===== src/inc/pefm_pkg.sv =====
// constants and types shared by the port e / port f pin override logic
// assumes one system clock; pins arrive asynchronous to it
package pefm_pkg;

	// ----------------------------------------------------------------
	// port geometry
	// ----------------------------------------------------------------
	localparam int PORT_W = 8;
	localparam int SYNC_STAGES = 3;
	localparam int RST_STAGES = 2;

	// ----------------------------------------------------------------
	// port e bit positions
	// ----------------------------------------------------------------
	localparam int E_CLK_OUT_BIT = 7;
	localparam int E_USI_DO_BIT = 6;
	localparam int E_USI_DATA_BIT = 5;
	localparam int E_USI_CLK_BIT = 4;
	localparam int E_CMP_NEG_BIT = 3;
	localparam int E_SYNC_CLK_BIT = 2;
	localparam int E_TX_BIT = 1;
	localparam int E_RX_BIT = 0;

	// ----------------------------------------------------------------
	// port f bit positions
	// ----------------------------------------------------------------
	localparam int F_TDI_BIT = 7;
	localparam int F_TDO_BIT = 6;
	localparam int F_TMS_BIT = 5;
	localparam int F_TCK_BIT = 4;
	localparam logic [7:0] F_JTAG_MASK = 8'hf0;

	// ----------------------------------------------------------------
	// reset values and test access port codes
	// ----------------------------------------------------------------
	localparam logic [7:0] SYNC_RESET = 8'h00;
	localparam logic [1:0] IR_CAPTURE_LOW = 2'h1;
	localparam int IR_W_DEFAULT = 4;
	localparam int DR_W_DEFAULT = 8;

	typedef enum logic [3:0] {
		TAP_RESET = 4'h0,
		TAP_IDLE = 4'h1,
		TAP_SEL_DR = 4'h2,
		TAP_CAP_DR = 4'h3,
		TAP_SHIFT_DR = 4'h4,
		TAP_EXIT1_DR = 4'h5,
		TAP_PAUSE_DR = 4'h6,
		TAP_EXIT2_DR = 4'h7,
		TAP_UPD_DR = 4'h8,
		TAP_SEL_IR = 4'h9,
		TAP_CAP_IR = 4'ha,
		TAP_SHIFT_IR = 4'hb,
		TAP_EXIT1_IR = 4'hc,
		TAP_PAUSE_IR = 4'hd,
		TAP_EXIT2_IR = 4'he,
		TAP_UPD_IR = 4'hf
	} pefm_tap_state_t;

endpackage : pefm_pkg


===== src/pefm_tap.sv =====
// test access port controller with instruction, bypass and one data chain
// assumes tck edges arrive as one-cycle pulses already filtered by the caller
`timescale 1ns/1ps
module pefm_tap #(
	parameter int IR_W = pefm_pkg::IR_W_DEFAULT,
	parameter int DR_W = pefm_pkg::DR_W_DEFAULT
) (
	// clock and reset
	input wire logic clk,
	input wire logic rst_n,
	// control
	input wire logic i_enable,
	input wire logic i_tck_rise,
	input wire logic i_tck_fall,
	input wire logic i_tms,
	input wire logic i_tdi,
	// results
	output logic o_tdo,
	output logic o_shift,
	output logic [IR_W-1:0] o_ir,
	output logic [DR_W-1:0] o_dr,
	output logic o_dr_update,
	output logic o_test_reset
);
	import pefm_pkg::*;

	generate
		if (IR_W < 2 || DR_W < 1)
		begin : g_check
			$error("pefm_tap: widths too small");
		end
	endgenerate

	// ----------------------------------------------------------------
	// state
	// ----------------------------------------------------------------
	typedef struct packed {
		pefm_tap_state_t state;
		logic [IR_W-1:0] ir_sh;
		logic [IR_W-1:0] ir;
		logic [DR_W-1:0] dr_sh;
		logic [DR_W-1:0] dr;
		logic bypass;
		logic tdo;
		logic upd;
	} pefm_tap_reg_t;

	localparam logic [IR_W-1:0] IR_BYPASS = '1;

	pefm_tap_reg_t r_reg;
	pefm_tap_reg_t r_next;

	function automatic pefm_tap_state_t pefm_step(input pefm_tap_state_t s, input logic tms);
		unique case (s)
			TAP_RESET: pefm_step = tms ? TAP_RESET : TAP_IDLE;
			TAP_IDLE: pefm_step = tms ? TAP_SEL_DR : TAP_IDLE;
			TAP_SEL_DR: pefm_step = tms ? TAP_SEL_IR : TAP_CAP_DR;
			TAP_CAP_DR: pefm_step = tms ? TAP_EXIT1_DR : TAP_SHIFT_DR;
			TAP_SHIFT_DR: pefm_step = tms ? TAP_EXIT1_DR : TAP_SHIFT_DR;
			TAP_EXIT1_DR: pefm_step = tms ? TAP_UPD_DR : TAP_PAUSE_DR;
			TAP_PAUSE_DR: pefm_step = tms ? TAP_EXIT2_DR : TAP_PAUSE_DR;
			TAP_EXIT2_DR: pefm_step = tms ? TAP_UPD_DR : TAP_SHIFT_DR;
			TAP_UPD_DR: pefm_step = tms ? TAP_SEL_DR : TAP_IDLE;
			TAP_SEL_IR: pefm_step = tms ? TAP_RESET : TAP_CAP_IR;
			TAP_CAP_IR: pefm_step = tms ? TAP_EXIT1_IR : TAP_SHIFT_IR;
			TAP_SHIFT_IR: pefm_step = tms ? TAP_EXIT1_IR : TAP_SHIFT_IR;
			TAP_EXIT1_IR: pefm_step = tms ? TAP_UPD_IR : TAP_PAUSE_IR;
			TAP_PAUSE_IR: pefm_step = tms ? TAP_EXIT2_IR : TAP_PAUSE_IR;
			TAP_EXIT2_IR: pefm_step = tms ? TAP_UPD_IR : TAP_SHIFT_IR;
			TAP_UPD_IR: pefm_step = tms ? TAP_SEL_DR : TAP_IDLE;
		endcase
	endfunction : pefm_step

	// ----------------------------------------------------------------
	// next state
	// ----------------------------------------------------------------
	always_comb
	begin
		logic bypass_sel;
		bypass_sel = 1'b0;
		r_next = r_reg;
		r_next.upd = 1'b0;
		bypass_sel = (r_reg.ir == IR_BYPASS);
		if (!i_enable)
		begin
			r_next.state = TAP_RESET;
			r_next.ir = IR_BYPASS;
		end
		else if (i_tck_rise)
		begin
			r_next.state = pefm_step(r_reg.state, i_tms);
			unique case (r_reg.state)
				TAP_RESET: r_next.ir = IR_BYPASS;
				TAP_CAP_IR: r_next.ir_sh = {{(IR_W-2){1'b0}}, IR_CAPTURE_LOW};
				TAP_SHIFT_IR: r_next.ir_sh = {i_tdi, r_reg.ir_sh[IR_W-1:1]};
				TAP_UPD_IR: r_next.ir = r_reg.ir_sh;
				TAP_CAP_DR:
				begin
					r_next.bypass = 1'b0;
					r_next.dr_sh = r_reg.dr;
				end
				TAP_SHIFT_DR:
				begin
					if (bypass_sel)
						r_next.bypass = i_tdi;
					else if (DR_W == 1)
						r_next.dr_sh = i_tdi;
					else
						r_next.dr_sh = {i_tdi, r_reg.dr_sh[DR_W-1:1]};
				end
				TAP_UPD_DR:
				begin
					if (!bypass_sel)
					begin
						r_next.dr = r_reg.dr_sh;
						r_next.upd = 1'b1;
					end
				end
				default:
				begin
				end
			endcase
		end
		// output changes on the falling edge so the tester samples a settled bit
		if (i_enable && i_tck_fall)
		begin
			if (r_reg.state == TAP_SHIFT_IR)
				r_next.tdo = r_reg.ir_sh[0];
			else if (bypass_sel)
				r_next.tdo = r_reg.bypass;
			else
				r_next.tdo = r_reg.dr_sh[0];
		end
	end

	always_ff @(posedge clk or negedge rst_n)
	begin
		if (!rst_n)
		begin
			r_reg <= '{state: TAP_RESET, ir_sh: '0, ir: '1, dr_sh: '0, dr: '0,
				bypass: 1'b0, tdo: 1'b1, upd: 1'b0};
		end
		else
		begin
			r_reg <= r_next;
		end
	end

	assign o_tdo = r_reg.tdo;
	assign o_shift = (r_reg.state == TAP_SHIFT_IR) || (r_reg.state == TAP_SHIFT_DR);
	assign o_ir = r_reg.ir;
	assign o_dr = r_reg.dr;
	assign o_dr_update = r_reg.upd;
	assign o_test_reset = (r_reg.state == TAP_RESET);

endmodule : pefm_tap


===== src/pefm_mux.sv =====
// alternate function override of port e and port f pins
// assumes port registers and peripheral controls come from the system clock domain;
// pins are asynchronous and are filtered here before use
//
// Overview of operation
// - Programmed clock fuse drives divided clock on e7, overriding value and direction.
// - With fuse programmed, divided clock stays on e7 through reset.
// - Sync serial clock on e2 is output when direction bit set, input otherwise.
// - e2 serves as serial clock only in synchronous serial mode.
// - Enabled receiver forces e0 to input regardless of its direction bit.
// - Forced receive input gets pull-up when e0 output value is one and pull-ups are not globally disabled.
// - Each e bit is a pin change source; input stays enabled when source and group set.
// - Usi data out on e6, data in on e5, clock on e4; two-wire shares e5/e4.
// - Port f bits 0..7 connect as analog converter channels 0..7.
// - Jtag enabled keeps pull-ups on tdi, tms, tck, even in reset.
// - Jtag enabled removes port f bits 4..7 from general i/o.
// - Tdo drives only in shift states, pulled high otherwise.
// - Tdi data shifts into the selected instruction or data chain.
// - Tap steps by tms, all test operation synchronous to tck.
`timescale 1ns/1ps
module pefm_mux #(
	parameter int IR_W = pefm_pkg::IR_W_DEFAULT,
	parameter int DR_W = pefm_pkg::DR_W_DEFAULT
) (
	// clock and reset
	input wire logic I_REF_CLK,
	input wire logic I_NRST,
	// port registers
	input wire logic [pefm_pkg::PORT_W-1:0] I_PE_OUTPUT_VALUE,
	input wire logic [pefm_pkg::PORT_W-1:0] I_PE_DIRECTION,
	input wire logic [pefm_pkg::PORT_W-1:0] I_PF_OUTPUT_VALUE,
	input wire logic [pefm_pkg::PORT_W-1:0] I_PF_DIRECTION,
	input wire logic I_GLOBAL_PULLUP_DISABLE,
	input wire logic I_SLEEP_INPUT_DISABLE,
	// clock output
	input wire logic I_CLOCK_OUTPUT_FUSE,
	input wire logic I_DIVIDED_CLOCK_OUT,
	// pin change
	input wire logic [pefm_pkg::PORT_W-1:0] I_PIN_CHANGE_SOURCE,
	input wire logic I_PIN_CHANGE_GROUP_ENABLE,
	// universal serial interface
	input wire logic I_USI_THREE_WIRE,
	input wire logic I_USI_DATA_OUT,
	input wire logic I_TWO_WIRE_MODE_ACTIVE,
	input wire logic I_USI_SDA_LINE,
	input wire logic I_USI_SCL_LINE,
	input wire logic I_USI_START_DETECT_EN,
	// asynchronous / synchronous serial port
	input wire logic I_SERIAL_SYNC_MODE,
	input wire logic I_SERIAL_SYNC_CLOCK_OUT,
	input wire logic I_RECEIVER_ENABLE,
	input wire logic I_TRANSMITTER_ENABLE,
	input wire logic I_TX_DATA,
	// comparator and converter
	input wire logic [1:0] I_AIN_DIGITAL_DISABLE,
	input wire logic [2:0] I_ADC_CHANNEL_SEL,
	input wire logic I_ADC_CONVERTING,
	// test access
	input wire logic I_JTAG_ENABLE,
	// pins
	input wire logic [pefm_pkg::PORT_W-1:0] I_PE_PIN,
	input wire logic [pefm_pkg::PORT_W-1:0] I_PF_PIN,
	// port e pin drive
	output logic [pefm_pkg::PORT_W-1:0] O_PE_OUT,
	output logic [pefm_pkg::PORT_W-1:0] O_PE_OE_N,
	output logic [pefm_pkg::PORT_W-1:0] O_PE_PULLUP,
	output logic [pefm_pkg::PORT_W-1:0] O_PE_DIN_EN,
	// port f pin drive
	output logic [pefm_pkg::PORT_W-1:0] O_PF_OUT,
	output logic [pefm_pkg::PORT_W-1:0] O_PF_OE_N,
	output logic [pefm_pkg::PORT_W-1:0] O_PF_PULLUP,
	output logic [pefm_pkg::PORT_W-1:0] O_PF_DIN_EN,
	// filtered inputs to peripherals
	output logic [pefm_pkg::PORT_W-1:0] O_PE_DIN,
	output logic [pefm_pkg::PORT_W-1:0] O_PF_DIN,
	output logic O_USI_DATA_IN,
	output logic O_USI_CLOCK_IN,
	output logic O_SERIAL_SYNC_CLOCK_IN,
	output logic O_RX_DATA,
	// converter routing
	output logic [pefm_pkg::PORT_W-1:0] O_ADC_CHANNEL_ROUTE,
	output logic O_ADC_SWITCH_HAZARD,
	// test access results
	output logic [IR_W-1:0] O_TAP_IR,
	output logic [DR_W-1:0] O_TAP_DR,
	output logic O_TAP_DR_UPDATE,
	output logic O_TAP_TEST_RESET
);
	import pefm_pkg::*;

	// ----------------------------------------------------------------
	// reset release
	// ----------------------------------------------------------------
	logic [RST_STAGES-1:0] rst_sync_reg;
	logic rst_n;

	always_ff @(posedge I_REF_CLK or negedge I_NRST)
	begin
		if (!I_NRST)
			rst_sync_reg <= '0;
		else
			rst_sync_reg <= {rst_sync_reg[RST_STAGES-2:0], 1'b1};
	end

	assign rst_n = rst_sync_reg[RST_STAGES-1];

	// ----------------------------------------------------------------
	// state
	// ----------------------------------------------------------------
	typedef struct packed {
		logic [2*PORT_W-1:0] s1;
		logic [2*PORT_W-1:0] s2;
		logic [2*PORT_W-1:0] s3;
		logic [2*PORT_W-1:0] filt;
		logic [2*PORT_W-1:0] filt_prev;
		logic [PORT_W-1:0] pf_out_prev;
		logic hazard;
	} pefm_mux_reg_t;

	pefm_mux_reg_t r_reg;
	pefm_mux_reg_t r_next;

	logic [PORT_W-1:0] pe_filt;
	logic [PORT_W-1:0] pf_filt;
	logic tck_rise;
	logic tck_fall;
	logic tap_tdo;
	logic tap_shift;

	function automatic logic [PORT_W-1:0] pefm_onehot(input logic [2:0] sel);
		pefm_onehot = 8'h01 << sel;
	endfunction : pefm_onehot

	assign pe_filt = r_reg.filt[PORT_W-1:0];
	assign pf_filt = r_reg.filt[2*PORT_W-1:PORT_W];
	// tck is only a sampled pin; edges are taken from the filtered copy
	assign tck_rise = pf_filt[F_TCK_BIT] & ~r_reg.filt_prev[PORT_W+F_TCK_BIT];
	assign tck_fall = ~pf_filt[F_TCK_BIT] & r_reg.filt_prev[PORT_W+F_TCK_BIT];

	// ----------------------------------------------------------------
	// port e override, combinational so the clock output survives reset
	// ----------------------------------------------------------------
	always_comb
	begin
		logic global_pullup_disable;
		global_pullup_disable = I_GLOBAL_PULLUP_DISABLE;
		O_PE_OUT = I_PE_OUTPUT_VALUE;
		O_PE_OE_N = ~I_PE_DIRECTION;
		O_PE_PULLUP = ~I_PE_DIRECTION & I_PE_OUTPUT_VALUE & {PORT_W{~global_pullup_disable}};
		// sleep gating is lifted per pin by an enabled change source
		O_PE_DIN_EN = {PORT_W{~I_SLEEP_INPUT_DISABLE}} |
			(I_PIN_CHANGE_SOURCE & {PORT_W{I_PIN_CHANGE_GROUP_ENABLE}});
		if (I_CLOCK_OUTPUT_FUSE)
		begin
			O_PE_OUT[E_CLK_OUT_BIT] = I_DIVIDED_CLOCK_OUT;
			O_PE_OE_N[E_CLK_OUT_BIT] = 1'b0;
			O_PE_PULLUP[E_CLK_OUT_BIT] = 1'b0;
		end
		if (I_USI_THREE_WIRE)
			O_PE_OUT[E_USI_DO_BIT] = I_USI_DATA_OUT;
		if (I_TWO_WIRE_MODE_ACTIVE)
		begin
			O_PE_OUT[E_USI_DATA_BIT] = 1'b0;
			O_PE_OUT[E_USI_CLK_BIT] = 1'b0;
			O_PE_OE_N[E_USI_DATA_BIT] = ~(~I_USI_SDA_LINE & I_PE_DIRECTION[E_USI_DATA_BIT]);
			O_PE_OE_N[E_USI_CLK_BIT] = ~(~I_USI_SCL_LINE & I_PE_DIRECTION[E_USI_CLK_BIT]);
			O_PE_PULLUP[E_USI_DATA_BIT] = 1'b0;
			O_PE_PULLUP[E_USI_CLK_BIT] = 1'b0;
		end
		if (I_USI_START_DETECT_EN)
		begin
			O_PE_DIN_EN[E_USI_DATA_BIT] = 1'b1;
			O_PE_DIN_EN[E_USI_CLK_BIT] = 1'b1;
		end
		// comparator pins: digital input only while a change source needs it
		if (I_AIN_DIGITAL_DISABLE[1])
			O_PE_DIN_EN[E_CMP_NEG_BIT] = I_PIN_CHANGE_SOURCE[E_CMP_NEG_BIT] &
				I_PIN_CHANGE_GROUP_ENABLE;
		if (I_AIN_DIGITAL_DISABLE[0])
			O_PE_DIN_EN[E_SYNC_CLK_BIT] = I_PIN_CHANGE_SOURCE[E_SYNC_CLK_BIT] &
				I_PIN_CHANGE_GROUP_ENABLE;
		if (I_SERIAL_SYNC_MODE && I_PE_DIRECTION[E_SYNC_CLK_BIT])
		begin
			O_PE_OUT[E_SYNC_CLK_BIT] = I_SERIAL_SYNC_CLOCK_OUT;
			O_PE_PULLUP[E_SYNC_CLK_BIT] = 1'b0;
		end
		if (I_TRANSMITTER_ENABLE)
		begin
			O_PE_OUT[E_TX_BIT] = I_TX_DATA;
			O_PE_OE_N[E_TX_BIT] = 1'b0;
			O_PE_PULLUP[E_TX_BIT] = 1'b0;
		end
		if (I_RECEIVER_ENABLE)
		begin
			O_PE_OE_N[E_RX_BIT] = 1'b1;
			O_PE_PULLUP[E_RX_BIT] = I_PE_OUTPUT_VALUE[E_RX_BIT] & ~global_pullup_disable;
		end
	end

	// ----------------------------------------------------------------
	// port f override
	// ----------------------------------------------------------------
	always_comb
	begin
		logic pud_f;
		pud_f = I_GLOBAL_PULLUP_DISABLE;
		O_PF_OUT = I_PF_OUTPUT_VALUE;
		O_PF_OE_N = ~I_PF_DIRECTION;
		O_PF_PULLUP = ~I_PF_DIRECTION & I_PF_OUTPUT_VALUE & {PORT_W{~pud_f}};
		O_PF_DIN_EN = {PORT_W{~I_SLEEP_INPUT_DISABLE}};
		if (I_JTAG_ENABLE)
		begin
			// reset-independent path: pull-ups hold even while rst_n is low
			O_PF_PULLUP[F_TDI_BIT] = 1'b1;
			O_PF_PULLUP[F_TMS_BIT] = 1'b1;
			O_PF_PULLUP[F_TCK_BIT] = 1'b1;
			O_PF_PULLUP[F_TDO_BIT] = ~tap_shift;
			O_PF_OE_N = O_PF_OE_N | F_JTAG_MASK;
			O_PF_OE_N[F_TDO_BIT] = ~tap_shift;
			O_PF_OUT = (O_PF_OUT & ~F_JTAG_MASK);
			O_PF_OUT[F_TDO_BIT] = tap_tdo;
			O_PF_DIN_EN = O_PF_DIN_EN & ~F_JTAG_MASK;
		end
	end

	// ----------------------------------------------------------------
	// input filtering and conversion watch
	// ----------------------------------------------------------------
	always_comb
	begin
		r_next = r_reg;
		r_next.s1 = {I_PF_PIN, I_PE_PIN};
		r_next.s2 = r_reg.s1;
		r_next.s3 = r_reg.s2;
		// a change counts once the second and third stages agree
		r_next.filt = (r_reg.s2 & r_reg.s3) | (r_reg.filt & (r_reg.s2 ^ r_reg.s3));
		r_next.filt_prev = r_reg.filt;
		r_next.pf_out_prev = O_PF_OUT;
		// flags a driven port f bit that switched while a conversion ran
		r_next.hazard = I_ADC_CONVERTING & |((O_PF_OUT ^ r_reg.pf_out_prev) & ~O_PF_OE_N);
	end

	always_ff @(posedge I_REF_CLK or negedge rst_n)
	begin
		if (!rst_n)
		begin
			r_reg <= '{s1: {2{SYNC_RESET}}, s2: {2{SYNC_RESET}}, s3: {2{SYNC_RESET}},
				filt: {2{SYNC_RESET}}, filt_prev: {2{SYNC_RESET}}, pf_out_prev: SYNC_RESET,
				hazard: 1'b0};
		end
		else
		begin
			r_reg <= r_next;
		end
	end

	// ----------------------------------------------------------------
	// peripheral inputs and converter routing
	// ----------------------------------------------------------------
	assign O_PE_DIN = pe_filt & O_PE_DIN_EN;
	assign O_PF_DIN = pf_filt & O_PF_DIN_EN;
	assign O_USI_DATA_IN = pe_filt[E_USI_DATA_BIT];
	assign O_USI_CLOCK_IN = pe_filt[E_USI_CLK_BIT];
	assign O_SERIAL_SYNC_CLOCK_IN = I_SERIAL_SYNC_MODE & ~I_PE_DIRECTION[E_SYNC_CLK_BIT] &
		pe_filt[E_SYNC_CLK_BIT];
	assign O_RX_DATA = I_RECEIVER_ENABLE & pe_filt[E_RX_BIT];
	assign O_ADC_CHANNEL_ROUTE = pefm_onehot(I_ADC_CHANNEL_SEL);
	assign O_ADC_SWITCH_HAZARD = r_reg.hazard;

	// ----------------------------------------------------------------
	// test access port
	// ----------------------------------------------------------------
	pefm_tap #(
		.IR_W(IR_W),
		.DR_W(DR_W)
	) u_tap (
		.clk(I_REF_CLK),
		.rst_n(rst_n),
		.i_enable(I_JTAG_ENABLE),
		.i_tck_rise(tck_rise),
		.i_tck_fall(tck_fall),
		.i_tms(pf_filt[F_TMS_BIT]),
		.i_tdi(pf_filt[F_TDI_BIT]),
		.o_tdo(tap_tdo),
		.o_shift(tap_shift),
		.o_ir(O_TAP_IR),
		.o_dr(O_TAP_DR),
		.o_dr_update(O_TAP_DR_UPDATE),
		.o_test_reset(O_TAP_TEST_RESET)
	);

endmodule : pefm_mux


===== config.mk =====
export PLATFORM = sky130hd
export DESIGN_NAME = pefm_mux
export DESIGN_NICKNAME = d
export VERILOG_FILES = /design/src/inc/pefm_pkg.sv /design/src/pefm_tap.sv /design/src/pefm_mux.sv
export SDC_FILE = /design/constraint.sdc
export NUM_CORES = 1
export LEC_CHECK = 0
export ABC_AREA = 1
export BUFFER_PORTS_ARGS = -buffer_cell sky130_fd_sc_hd__buf_2
export CAP_MARGIN = 30
export CORE_MARGIN = 8
export CORE_UTILIZATION = 50
export CTS_BUF_LIST = sky130_fd_sc_hd__clkbuf_8
export DETAILED_ROUTE_END_ITERATION = 7
export GPL_ROUTABILITY_DRIVEN = 1
export PLACE_DENSITY_LB_ADDON = 0.08
export SETUP_SLACK_MARGIN = 0.5
export SLEW_MARGIN = 20
export SYNTH_ARGS = -nofsm -noshare
export SYNTH_HDL_FRONTEND = slang
export SYNTH_HIERARCHICAL = 1
export SYNTH_SLANG_ARGS = --single-unit

===== constraint.sdc =====
create_clock -name I_REF_CLK -period 4.7 [get_ports I_REF_CLK]
set_clock_uncertainty 0.2 [all_clocks]
set_input_delay 0.94 -clock I_REF_CLK [delete_from_list [all_inputs] [get_ports I_REF_CLK]]
set_output_delay 0.94 -clock I_REF_CLK [all_outputs]
set_load 0.03 [all_outputs]

==> results.py, run 1 <==
metrics = {
    "clock_network": {
        "cts.sinks": 107,
        "clk_latency_ns": 0.37,
        "cts_tree": "built",
        "cts_buffer_depth": 2,
        "cts_hold_buf": 0,
        "post_cts_resized": 0,
        "h-tree-depth": 3,
        "clkTransAtPathRegs_ns": 0.10,
        "cts-root-buf": "clkbuf_8",
        "numCtsBuffers": 9,
        "post-cts-setup-buffers": 0,
    },
    "finish": {
        "fin_nets": 796,
        "regArea_um2": 2690,
        "drive_gt1_share_pct": 34.9,
        "syn2layout_area_growth_pct": 20.7,
        "multi_input_area_um2": 1700,
        "largest_reg_flops": 32,
        "n_fill_cell": 863,
    },
    "routing": {
        "drtIter0Drc": 142,
        "finalWirelength_um": 12100,
        "drc": 0,
        "ant_nets": 0,
        "vias_per_cell": 4.80,
        "firstDrtPassIters": 4,
        "vias": 4026,
        "wl_per_cell_um": 14.4,
    },
    "worst_setup_path": {
        "reg2reg_to": "O_ADC_SWITCH_HAZARD",
        "r2r_setup_slack_ns": 2.81,
        "path_class": "input pin to output port",
        "critPathCaptureType": "output port",
        "critical_path_buf_inv_count": 3,
        "cp-start-kind": "input pin",
        "path_cells": "buf_2 -> nor2_1 -> inv_1 -> nor2_1 -> buf_2",
        "crit_start": "I_JTAG_ENABLE",
        "critPathTopFamily": "buffers and inverters",
        "worst-path-stages": 5,
        "required_ns": 3.56,
        "slowest_stage": "nor2_1",
        "timing.rr.start": "u_tap/r_reg[27]",
        "reg2reg_depth": 10,
        "cp_max_fo": 18,
        "slowest_delay_ns": 0.28,
        "crit_arrival_ns": 2.00,
    },
    "place": {
        "hpwl_um": 9610,
        "pre_cts_ws_ns": 1.52,
        "port_buffers": 187,
        "place_congestion": 0.900,
    },
    "synthesis": {
        "ys_warn_count": 6,
        "syn_inst": 539,
        "ys_seq_elements": 107,
        "syn_nets": 636,
        "async_flop_share_pct": 100,
        "ys_types": 40,
        "ys_seq_area_share_pct": 53.9,
        "ys.flop_type": "dfrtp_1",
        "synth_edf_count": 0,
        "synth_area_um2": 4980,
        "synth.avg_cell_area_um2": 9.23,
    },
    "power_and_ir_drop": {
        "ir_drop_v": 0.000250,
        "power_density_nw_per_um2": 314,
        "p_leak_nw": 3.43,
    },
    "floorplanning": {
        "dieArea_um2": 13400,
        "die_w_um": 116,
        "initial_utilization_pct": 51.1,
        "die_h_um": 116,
        "core_um2": 9730,
        "rows": 36,
        "ios": 188,
    },
    "flow_run": {
        "drv_cap": 0,
    },
    "sta": {
        "holdWs_ns": 0.124,
        "rsz0062_at_grt": "no",
        "hold_viol": 0,
        "max_freq_mhz": 319,
        "slew_headroom_pct": 44.5,
        "tightest_slew_ns": 0.833,
        "period_needed_ns": 3.14,
        "final.setup.worst_slack_ns": 1.56,
        "min_period_over_period_pct": 66.7,
        "fin_tns_setup_ns": 0,
        "setup_viol": 0,
        "drv_slew": 0,
    },
    "status": {
        "status": "completed",
    },
    "grt": {
        "overflow": 0,
        "grt_pass1_vias": 4060,
        "grt_first_pass_wirelength_um": 19300,
        "grt_antenna_before_repair": 1,
        "grtUsageTotal_pct": 18.2,
        "grt_max_degree": 68,
    },
    "worst_hold_path": {
        "hp-class": "input pin to async pin",
    },
}
[final cells by class]
class,instances,share of cell area (%)
sequential,107,44.7
multi-input combinational,314,28.3
timing repair buffer,188,15.7
inverter,79,4.94
tap,133,2.77
clock buffer,9,2.06
clock inverter,7,1.42
antenna,1,0.0417
[worst register-to-register path: stages (launching register included)]
cell and delay (ns):
dfrtp_1 0.55, nor2_4 0.29, nand2_8 0.14, nand2_1 0.09
inv_1 0.06, nand2_2 0.06, o21a_1 0.16, nand3_1 0.11
nand3_1 0.10, nand2_1 0.06, inv_1 0.04
[power by group]
group	total, mW	internal [mW]	switching, mW
Combinational	0.317	0.103	0.214
Sequential	1.01	0.969	0.0403
Clock	0.560	0.214	0.345
Total	1.89	1.29	0.599
[synthesized netlist by cell type (5+ instances only)]
cell type	count	area, µm²
nand2_2	9	56.3
nor2_1	38	143
inv_1	73	274
a21oi_1	7	35.0
o21ai_0	14	70.1
nand3_1	18	90.1
a21o_1	16	120
ha_1	16	200
o21ai_2	8	70.1
dfstp_2	5	131
nand2_1	124	465
o21ai_1	11	55.1
buf_2	6	30.0
buf_4	29	218
nor3_1	14	70.1
inv_2	6	22.5
dfrtp_1	102	2550
[how the worst max path moves through the flow]
stage	to	slack, ns
2_1_floorplan	O_ADC_SWITCH_HAZARD	1.31
5_1_grt	O_PF_PULLUP[6]	1.44
3_5_place_dp	O_PF_DIN[4]	1.52
6_report	O_PF_DIN[4]	1.56
4_1_cts	O_PF_DIN[4]	1.52
3_3_place_gp	O_PF_DIN[4]	1.56
[cell families after synthesis]
logic type	synth area share, %
AND/OR/NAND/NOR	20.3
buffers and inverters	11.9
flip-flops	53.9
AO/OA/AOI/OAI	9.76
adder cells (fa/ha/maj)	4.02
other	0.0754
[metal layers]
layer | GRT usage (%) | vias up | routed length [µm]
li1 | - | 1983 | -
met1 | 20.1 | 1874 | 4710
met2 | 32.6 | 146 | 6080
met3 | 3.91 | 23 | 997
met4 | 8.73 | 0 | 293
met5 | 0 | - | 0
[layout by cell type, fill, tap and decap left out, types with 2 or more instances in the layout]
cell,instances
o21ai_2,8
ha_1,16
o21ai_1,11
buf_2,187
dfrtp_1,101
or2_2,2
o22ai_1,4
clkbuf_8,9
nor2_1,38
a21boi_1,3
nand2_2,9
a21o_1,16
a31oi_1,2
inv_8,2
nand3_1,18
o21ai_0,14
nor2_4,3
dfstp_2,5
a21oi_1,7
nand2_1,124
nor3_1,14
inv_2,6
o31ai_1,3
nand2_4,2
and2_1,2
inv_1,73
nor2_2,3
nor4_1,2
clkinv_8,3
a21boi_0,4
[per-stage QoR]
step | util, % | total power, mW | cell area (µm²) | std cells
2_1_floorplan | - | 1.23 | 4980 | 539
3_3_place_gp | 59.6 | 1.34 | 5800 | 821
3_5_place_dp | 59.6 | 1.35 | 5800 | 821
4_1_cts | 61.7 | 1.91 | 6000 | 837
5_1_grt | 61.7 | 1.98 | 6010 | 838
6_report | 61.7 | 1.89 | 6010 | 838
No activity file was read; power rests on OpenSTA's default activity.
==> run 2: changes to the inputs <==
- clock period: 4.7 -> 3.2 ns (I/O delays scaled with it)
==> run 2 against run 1 <==
Compared with the run above: via count is 2.6% higher; sequential cell count stayed put; sequential share of layout area fell by 1.2 points; utilization is 1.9 points higher; setup slack got worse by 0.94 ns; register-to-register slack got worse by 1.5 ns; global-route usage grew 0.11 points; cell area grew 3.0%; non-clock buffer count grew 14; final cell count is 1.6% higher.
==> results.py, run 2 (synthesized netlist as in run 1, its figures left out) <==
metrics = {
    "status": {
        "status": "completed",
    },
    "routing": {
        "drc": 0,
        "firstDrtPassIters": 5,
        "finalWirelength_um": 12500,
        "ant_nets": 0,
        "vias_per_cell": 4.86,
        "drtIter0Drc": 232,
        "wl_per_cell_um": 14.7,
        "vias": 4132,
    },
    "floorplanning": {
        "rows": 36,
        "die_w_um": 116,
        "initial_utilization_pct": 51.1,
        "die_h_um": 116,
        "core_um2": 9730,
        "ios": 188,
        "dieArea_um2": 13400,
    },
    "grt": {
        "overflow": 0,
        "grt_max_degree": 56,
        "grt_pass1_vias": 4044,
        "grt_first_pass_wirelength_um": 19500,
        "grtUsageTotal_pct": 18.3,
        "grt_antenna_before_repair": 0,
    },
    "place": {
        "hpwl_um": 9760,
        "pre_cts_ws_ns": 0.810,
        "place_area_um2": 5820,
        "place_congestion": 0.902,
        "placedCellCount": 821,
        "port_buffers": 187,
    },
    "clock_network": {
        "clkTransAtPathRegs_ns": 0.09,
        "h-tree-depth": 3,
        "cts_tree": "built",
        "numCtsBuffers": 9,
        "cts.sinks": 107,
        "cts_buffer_depth": 2,
        "cts-root-buf": "clkbuf_8",
        "clk_latency_ns": 0.35,
    },
    "flow_run": {
        "drv_cap": 0,
    },
    "finish": {
        "utilization_pct": 63.6,
        "fin_nets": 810,
        "drive_gt1_share_pct": 37.3,
        "n_antenna_cell": 0,
        "syn2layout_area_growth_pct": 24.4,
        "final_cells": 851,
        "final_cell_mix": "buf_2, nand2_1, dfrtp_1",
        "final_common_cell": "buf_2",
        "stdcell_area_um2": 6190,
        "largest_reg_flops": 32,
    },
    "worst_setup_path": {
        "cp_max_fo": 7,
        "cp-start-kind": "flip-flop",
        "crit_start": "u_tap/r_reg[29]",
        "critPathCaptureType": "output port",
        "path_class": "flip-flop to output port",
        "crit_arrival_ns": 1.74,
        "required_ns": 2.36,
        "timing.rr.start": "pf_filt[4]",
    },
    "power_and_ir_drop": {
        "power_density_nw_per_um2": 478,
        "p_leak_nw": 3.52,
        "ir_drop_v": 0.000350,
        "finalPower_mw": 2.96,
    },
    "sta": {
        "holdWs_ns": 0.156,
        "drv_slew": 0,
        "tightest_slew_ns": 0.708,
        "rsz0062_at_grt": "no",
        "max_freq_mhz": 388,
        "final.setup.worst_slack_ns": 0.622,
        "min_period_over_period_pct": 80.6,
        "hold_viol": 0,
        "setup_viol": 0,
        "slew_headroom_pct": 52.8,
        "fin_tns_setup_ns": 0,
        "period_needed_ns": 2.58,
    },
    "worst_hold_path": {
        "worstHoldStart": "r_next[57]",
        "hp-class": "flip-flop to flip-flop",
    },
}
[run 2: changes by cell type in the layout (fill, tap and decap cells not counted), sizes merged]
cell,before,now
buf,188,201
clkinv,4,0
bufinv,0,3
diode,1,0
dlygate4sd3,0,1
inv,82,83
[run 2: path summary, 6_finish.rpt]
check                                 end  slack [ns]  depth (start not counted)
setup / recovery           O_PF_PULLUP[6]        0.62                          9
min in group asynchronous      r_next[49]        0.19                          0
max in group asynchronous   u_tap/o_ir[2]        1.85                          1
hold reg to reg                r_next[41]        0.16                          0
setup reg to reg            u_tap/o_dr[6]        1.30                          7
hold / removal                 r_next[41]        0.16                          0
[run 2: layout make-up]
| type | count | area [µm²] |
|---|---|---|
| timing repair buffer | 202 | 1070 |
| clock buffer | 9 | 124 |
| inverter | 79 | 297 |
| sequential | 107 | 2690 |
| fill | 834 | 3540 |
| clock inverter | 7 | 128 |
| multi-input combinational | 314 | 1720 |
| tap | 133 | 166 |
[run 2: timing repair]
action                     4_1_cts  5_1_grt
setup buffers                    0       13
setup endpoints to repair        2        2
hold buffers                     1        0
resized for setup                3        6
hold endpoints to repair         2        0
pin swaps                        0        4
[run 2: power breakdown]
part           internal, mW  switching, mW  leakage, nW
Sequential             1.42         0.0544         1.26
Clock                 0.534          0.462        0.127
Combinational         0.163          0.323         2.14
[run 2: critical path: stages (launching register included)]
cell and delay, ns:
dfrtp_2 0.46, buf_4 0.16, nor2_4 0.15, nand2_2 0.10
nand2_2 0.08, inv_2 0.04, nand2_2 0.05, o21a_1 0.15
a21oi_1 0.05, buf_4 0.16
[run 2: per-layer routing]
layer / part of all wire (%) / vias to the layer above / GRT usage, % / routed length [µm]
met2: 51 / 159 / 33.2 / 6350
met4: 2.4 / 0 / 7.52 / 301
met3: 9.5 / 23 / 4.69 / 1190
li1: - / 2012 / - / -
met1: 37 / 1938 / 19.9 / 4700
met5: 0 / - / 0 / 0
==> run 3: changes to the inputs <==
- ABC_AREA: 1 -> 0
- clock period: 3.2 -> 2.6 ns (I/O delays scaled with it)
==> run 3 against run 2 <==
Compared with the run above: routed wire length shrank 3.7%; die area shrank 1.7%; cell area grew 2.1%; final cell count shrank 14%; setup slack lost 0.35 ns; hold slack lost 0.098 ns; sequential cell count is the same; global-route usage shrank 0.050 points; critical path type unchanged; largest cell class unchanged; largest power group unchanged; highest routed layer unchanged.
==> results.py, run 3 <==
metrics = {
    "status": {
        "status": "completed",
    },
    "sta": {
        "holdWs_ns": 0.0576,
        "min_period_over_period_pct": 89.5,
        "fin_tns_setup_ns": 0,
        "drv_slew": 0,
        "rsz0062_at_grt": "yes",
        "setup_viol": 0,
        "max_freq_mhz": 430,
        "period_needed_ns": 2.33,
        "hold_viol": 0,
    },
    "worst_hold_path": {
        "holdPathStages": 1,
        "hp-class": "input pin to flip-flop",
        "min_to": "r_next[61]",
        "worstHoldStart": "I_PE_PIN[4]",
    },
    "finish": {
        "largest_reg_flops": 32,
        "final_cell_mix": "buf_2, dfrtp_1, nand2_1",
        "syn2layout_area_growth_pct": 29.6,
        "fin_nets": 694,
        "regArea_um2": 2690,
        "final_common_cell": "buf_2",
        "n_fill_cell": 792,
        "multi_input_area_um2": 1970,
        "stdcell_area_um2": 6320,
        "drive_gt1_share_pct": 47.5,
    },
    "clock_network": {
        "numCtsBuffers": 9,
        "cts.sinks": 107,
        "clk_latency_ns": 0.36,
        "h-tree-depth": 3,
        "clkTransAtPathRegs_ns": 0.11,
        "cts_tree": "built",
        "cts_buffer_depth": 2,
        "cts-root-buf": "clkbuf_8",
    },
    "grt": {
        "grt_pass1_vias": 3815,
        "grt_first_pass_wirelength_um": 19300,
        "grt_antenna_before_repair": 1,
        "grtUsageTotal_pct": 18.3,
        "grt_max_degree": 75,
        "overflow": 0,
    },
    "routing": {
        "finalWirelength_um": 12100,
        "wl_per_cell_um": 16.4,
        "vias": 3733,
        "drc": 0,
        "ant_nets": 0,
        "firstDrtPassIters": 6,
        "vias_per_cell": 5.07,
        "drtIter0Drc": 152,
    },
    "synthesis": {
        "ys_warn_count": 6,
        "synth_largest_area_cell": "dfrtp_1",
        "async_flop_share_pct": 100,
        "syn_nets": 522,
        "synth_edf_count": 0,
        "ys.flop_type": "dfrtp_1",
        "ys_seq_area_share_pct": 55.0,
        "synth_area_um2": 4880,
        "ys_types": 59,
        "ys_top_cells_by_count": "dfrtp_1, nand2_1, buf_4",
        "yosysMostFrequentCell": "dfrtp_1",
        "synth.avg_cell_area_um2": 11.5,
        "syn_inst": 425,
        "synth_top_area_share_pct": 52.3,
        "ys_seq_elements": 107,
        "synth.area.top_cells": "dfrtp_1, buf_4, ha_1, mux2_2, nand2_1",
    },
    "floorplanning": {
        "dieArea_um2": 13200,
        "initial_utilization_pct": 50.6,
        "die_h_um": 115,
        "rows": 36,
        "core_um2": 9640,
        "ios": 188,
        "die_w_um": 115,
    },
    "worst_setup_path": {
        "slowest_delay_ns": 0.45,
        "crit_arrival_ns": 1.61,
        "path_cells": "and4b_1 -> or2_4 -> mux2i_4 -> buf_6",
        "path_class": "flip-flop to output port",
        "critPathCaptureType": "output port",
        "reg2reg_to": "u_tap/r_reg[13]",
        "slowest_stage": "dfrtp_2",
        "cp_max_fo": 3,
        "timing.rr.start": "u_tap/o_ir[2]",
        "r2r_setup_slack_ns": 0.57,
        "required_ns": 1.88,
        "cp-start-kind": "flip-flop",
        "reg2reg_depth": 3,
    },
    "power_and_ir_drop": {
        "ir_drop_v": 0.000339,
        "power_density_nw_per_um2": 544,
        "p_leak_nw": 3.29,
    },
    "place": {
        "hpwl_um": 9180,
        "place_congestion": 0.931,
        "place_area_um2": 5910,
        "port_buffers": 187,
    },
    "flow_run": {
        "drv_cap": 0,
    },
}
run 3: critical path, delay by kind of cell (launching register included):
kind / cells / cell delay (ns)
buffers and inverters: 1 / 0.16
and+or+nand+nor: 2 / 0.46
DFF: 1 / 0.45
muxes: 1 / 0.17
run 3: through the flow:
stage	util, %	cells	setup WS [ns]	power [mW]
CTS	65.0	733	0.244	3.48
floorplan	-	425	0.331	2.25
finish	65.6	736	0.273	3.44
detailed placement	61.3	710	0.290	2.46
global placement	61.3	710	0.337	2.45
global route	65.6	736	0.206	3.61
run 3: logic make-up after synthesis:
group	synth area share, %
AND/OR/NAND/NOR	18.0
flip-flops	55.0
buffers and inverters	7.93
AO/OA/AOI/OAI	9.03
multiplexers	4.34
adder cells (fa/ha/maj)	4.11
XOR/XNOR	1.44
other	0.0769
run 3: layer usage:
layer  vias to the layer above  part of all wire (%)  GRT usage [%]
met3                        18                   7.9           4.31
met5                         -                     0              0
met1                      1799                    40           21.2
li1                       1794                     -              -
met4                         0                   2.4           8.32
met2                       122                    49           31.5
run 3: final cells by class:
type / instances / area share [%]
diodes: 1 / 0.0396
clock buffers: 9 / 1.96
clock inverters: 7 / 1.15
inverters: 22 / 1.31
multi-input cells: 249 / 31.2
flip-flops and latches: 107 / 42.6
well taps: 133 / 2.63
repair buffers: 208 / 19.2
run 3: power breakdown:
part / internal [mW] / total, mW / leakage, nW / switching (mW)
Combinational: 0.260 / 0.662 / 1.92 / 0.403
Clock: 0.371 / 0.964 / 0.0880 / 0.593
Sequential: 1.75 / 1.81 / 1.29 / 0.0571
run 3: worst max-delay path by stage:
stage | slack (ns) | startpoint | to
floorplan | 0.33 | I_GLOBAL_PULLUP_DISABLE | O_PE_PULLUP[2]
global placement | 0.34 | I_SLEEP_INPUT_DISABLE | O_PE_DIN[4]
detailed placement | 0.29 | I_SLEEP_INPUT_DISABLE | O_PE_DIN[4]
CTS | 0.24 | u_tap/r_reg[30] | O_PF_OE_N[6]
global route | 0.21 | u_tap/r_reg[28] | O_PF_OE_N[6]
finish | 0.27 | u_tap/r_reg[30] | O_PF_OE_N[6]
run 3: timing repair:
item | 4_1_cts | 5_1_grt
setup endpoints to repair | 12 | 29
resized for setup | 22 | 15
setup buffers | 5 | 2
gates cloned | 1 | 0
pin swaps | 3 | 4
hold buffers | 1 | 0
endpoints found under the hold margin | 2 | 0
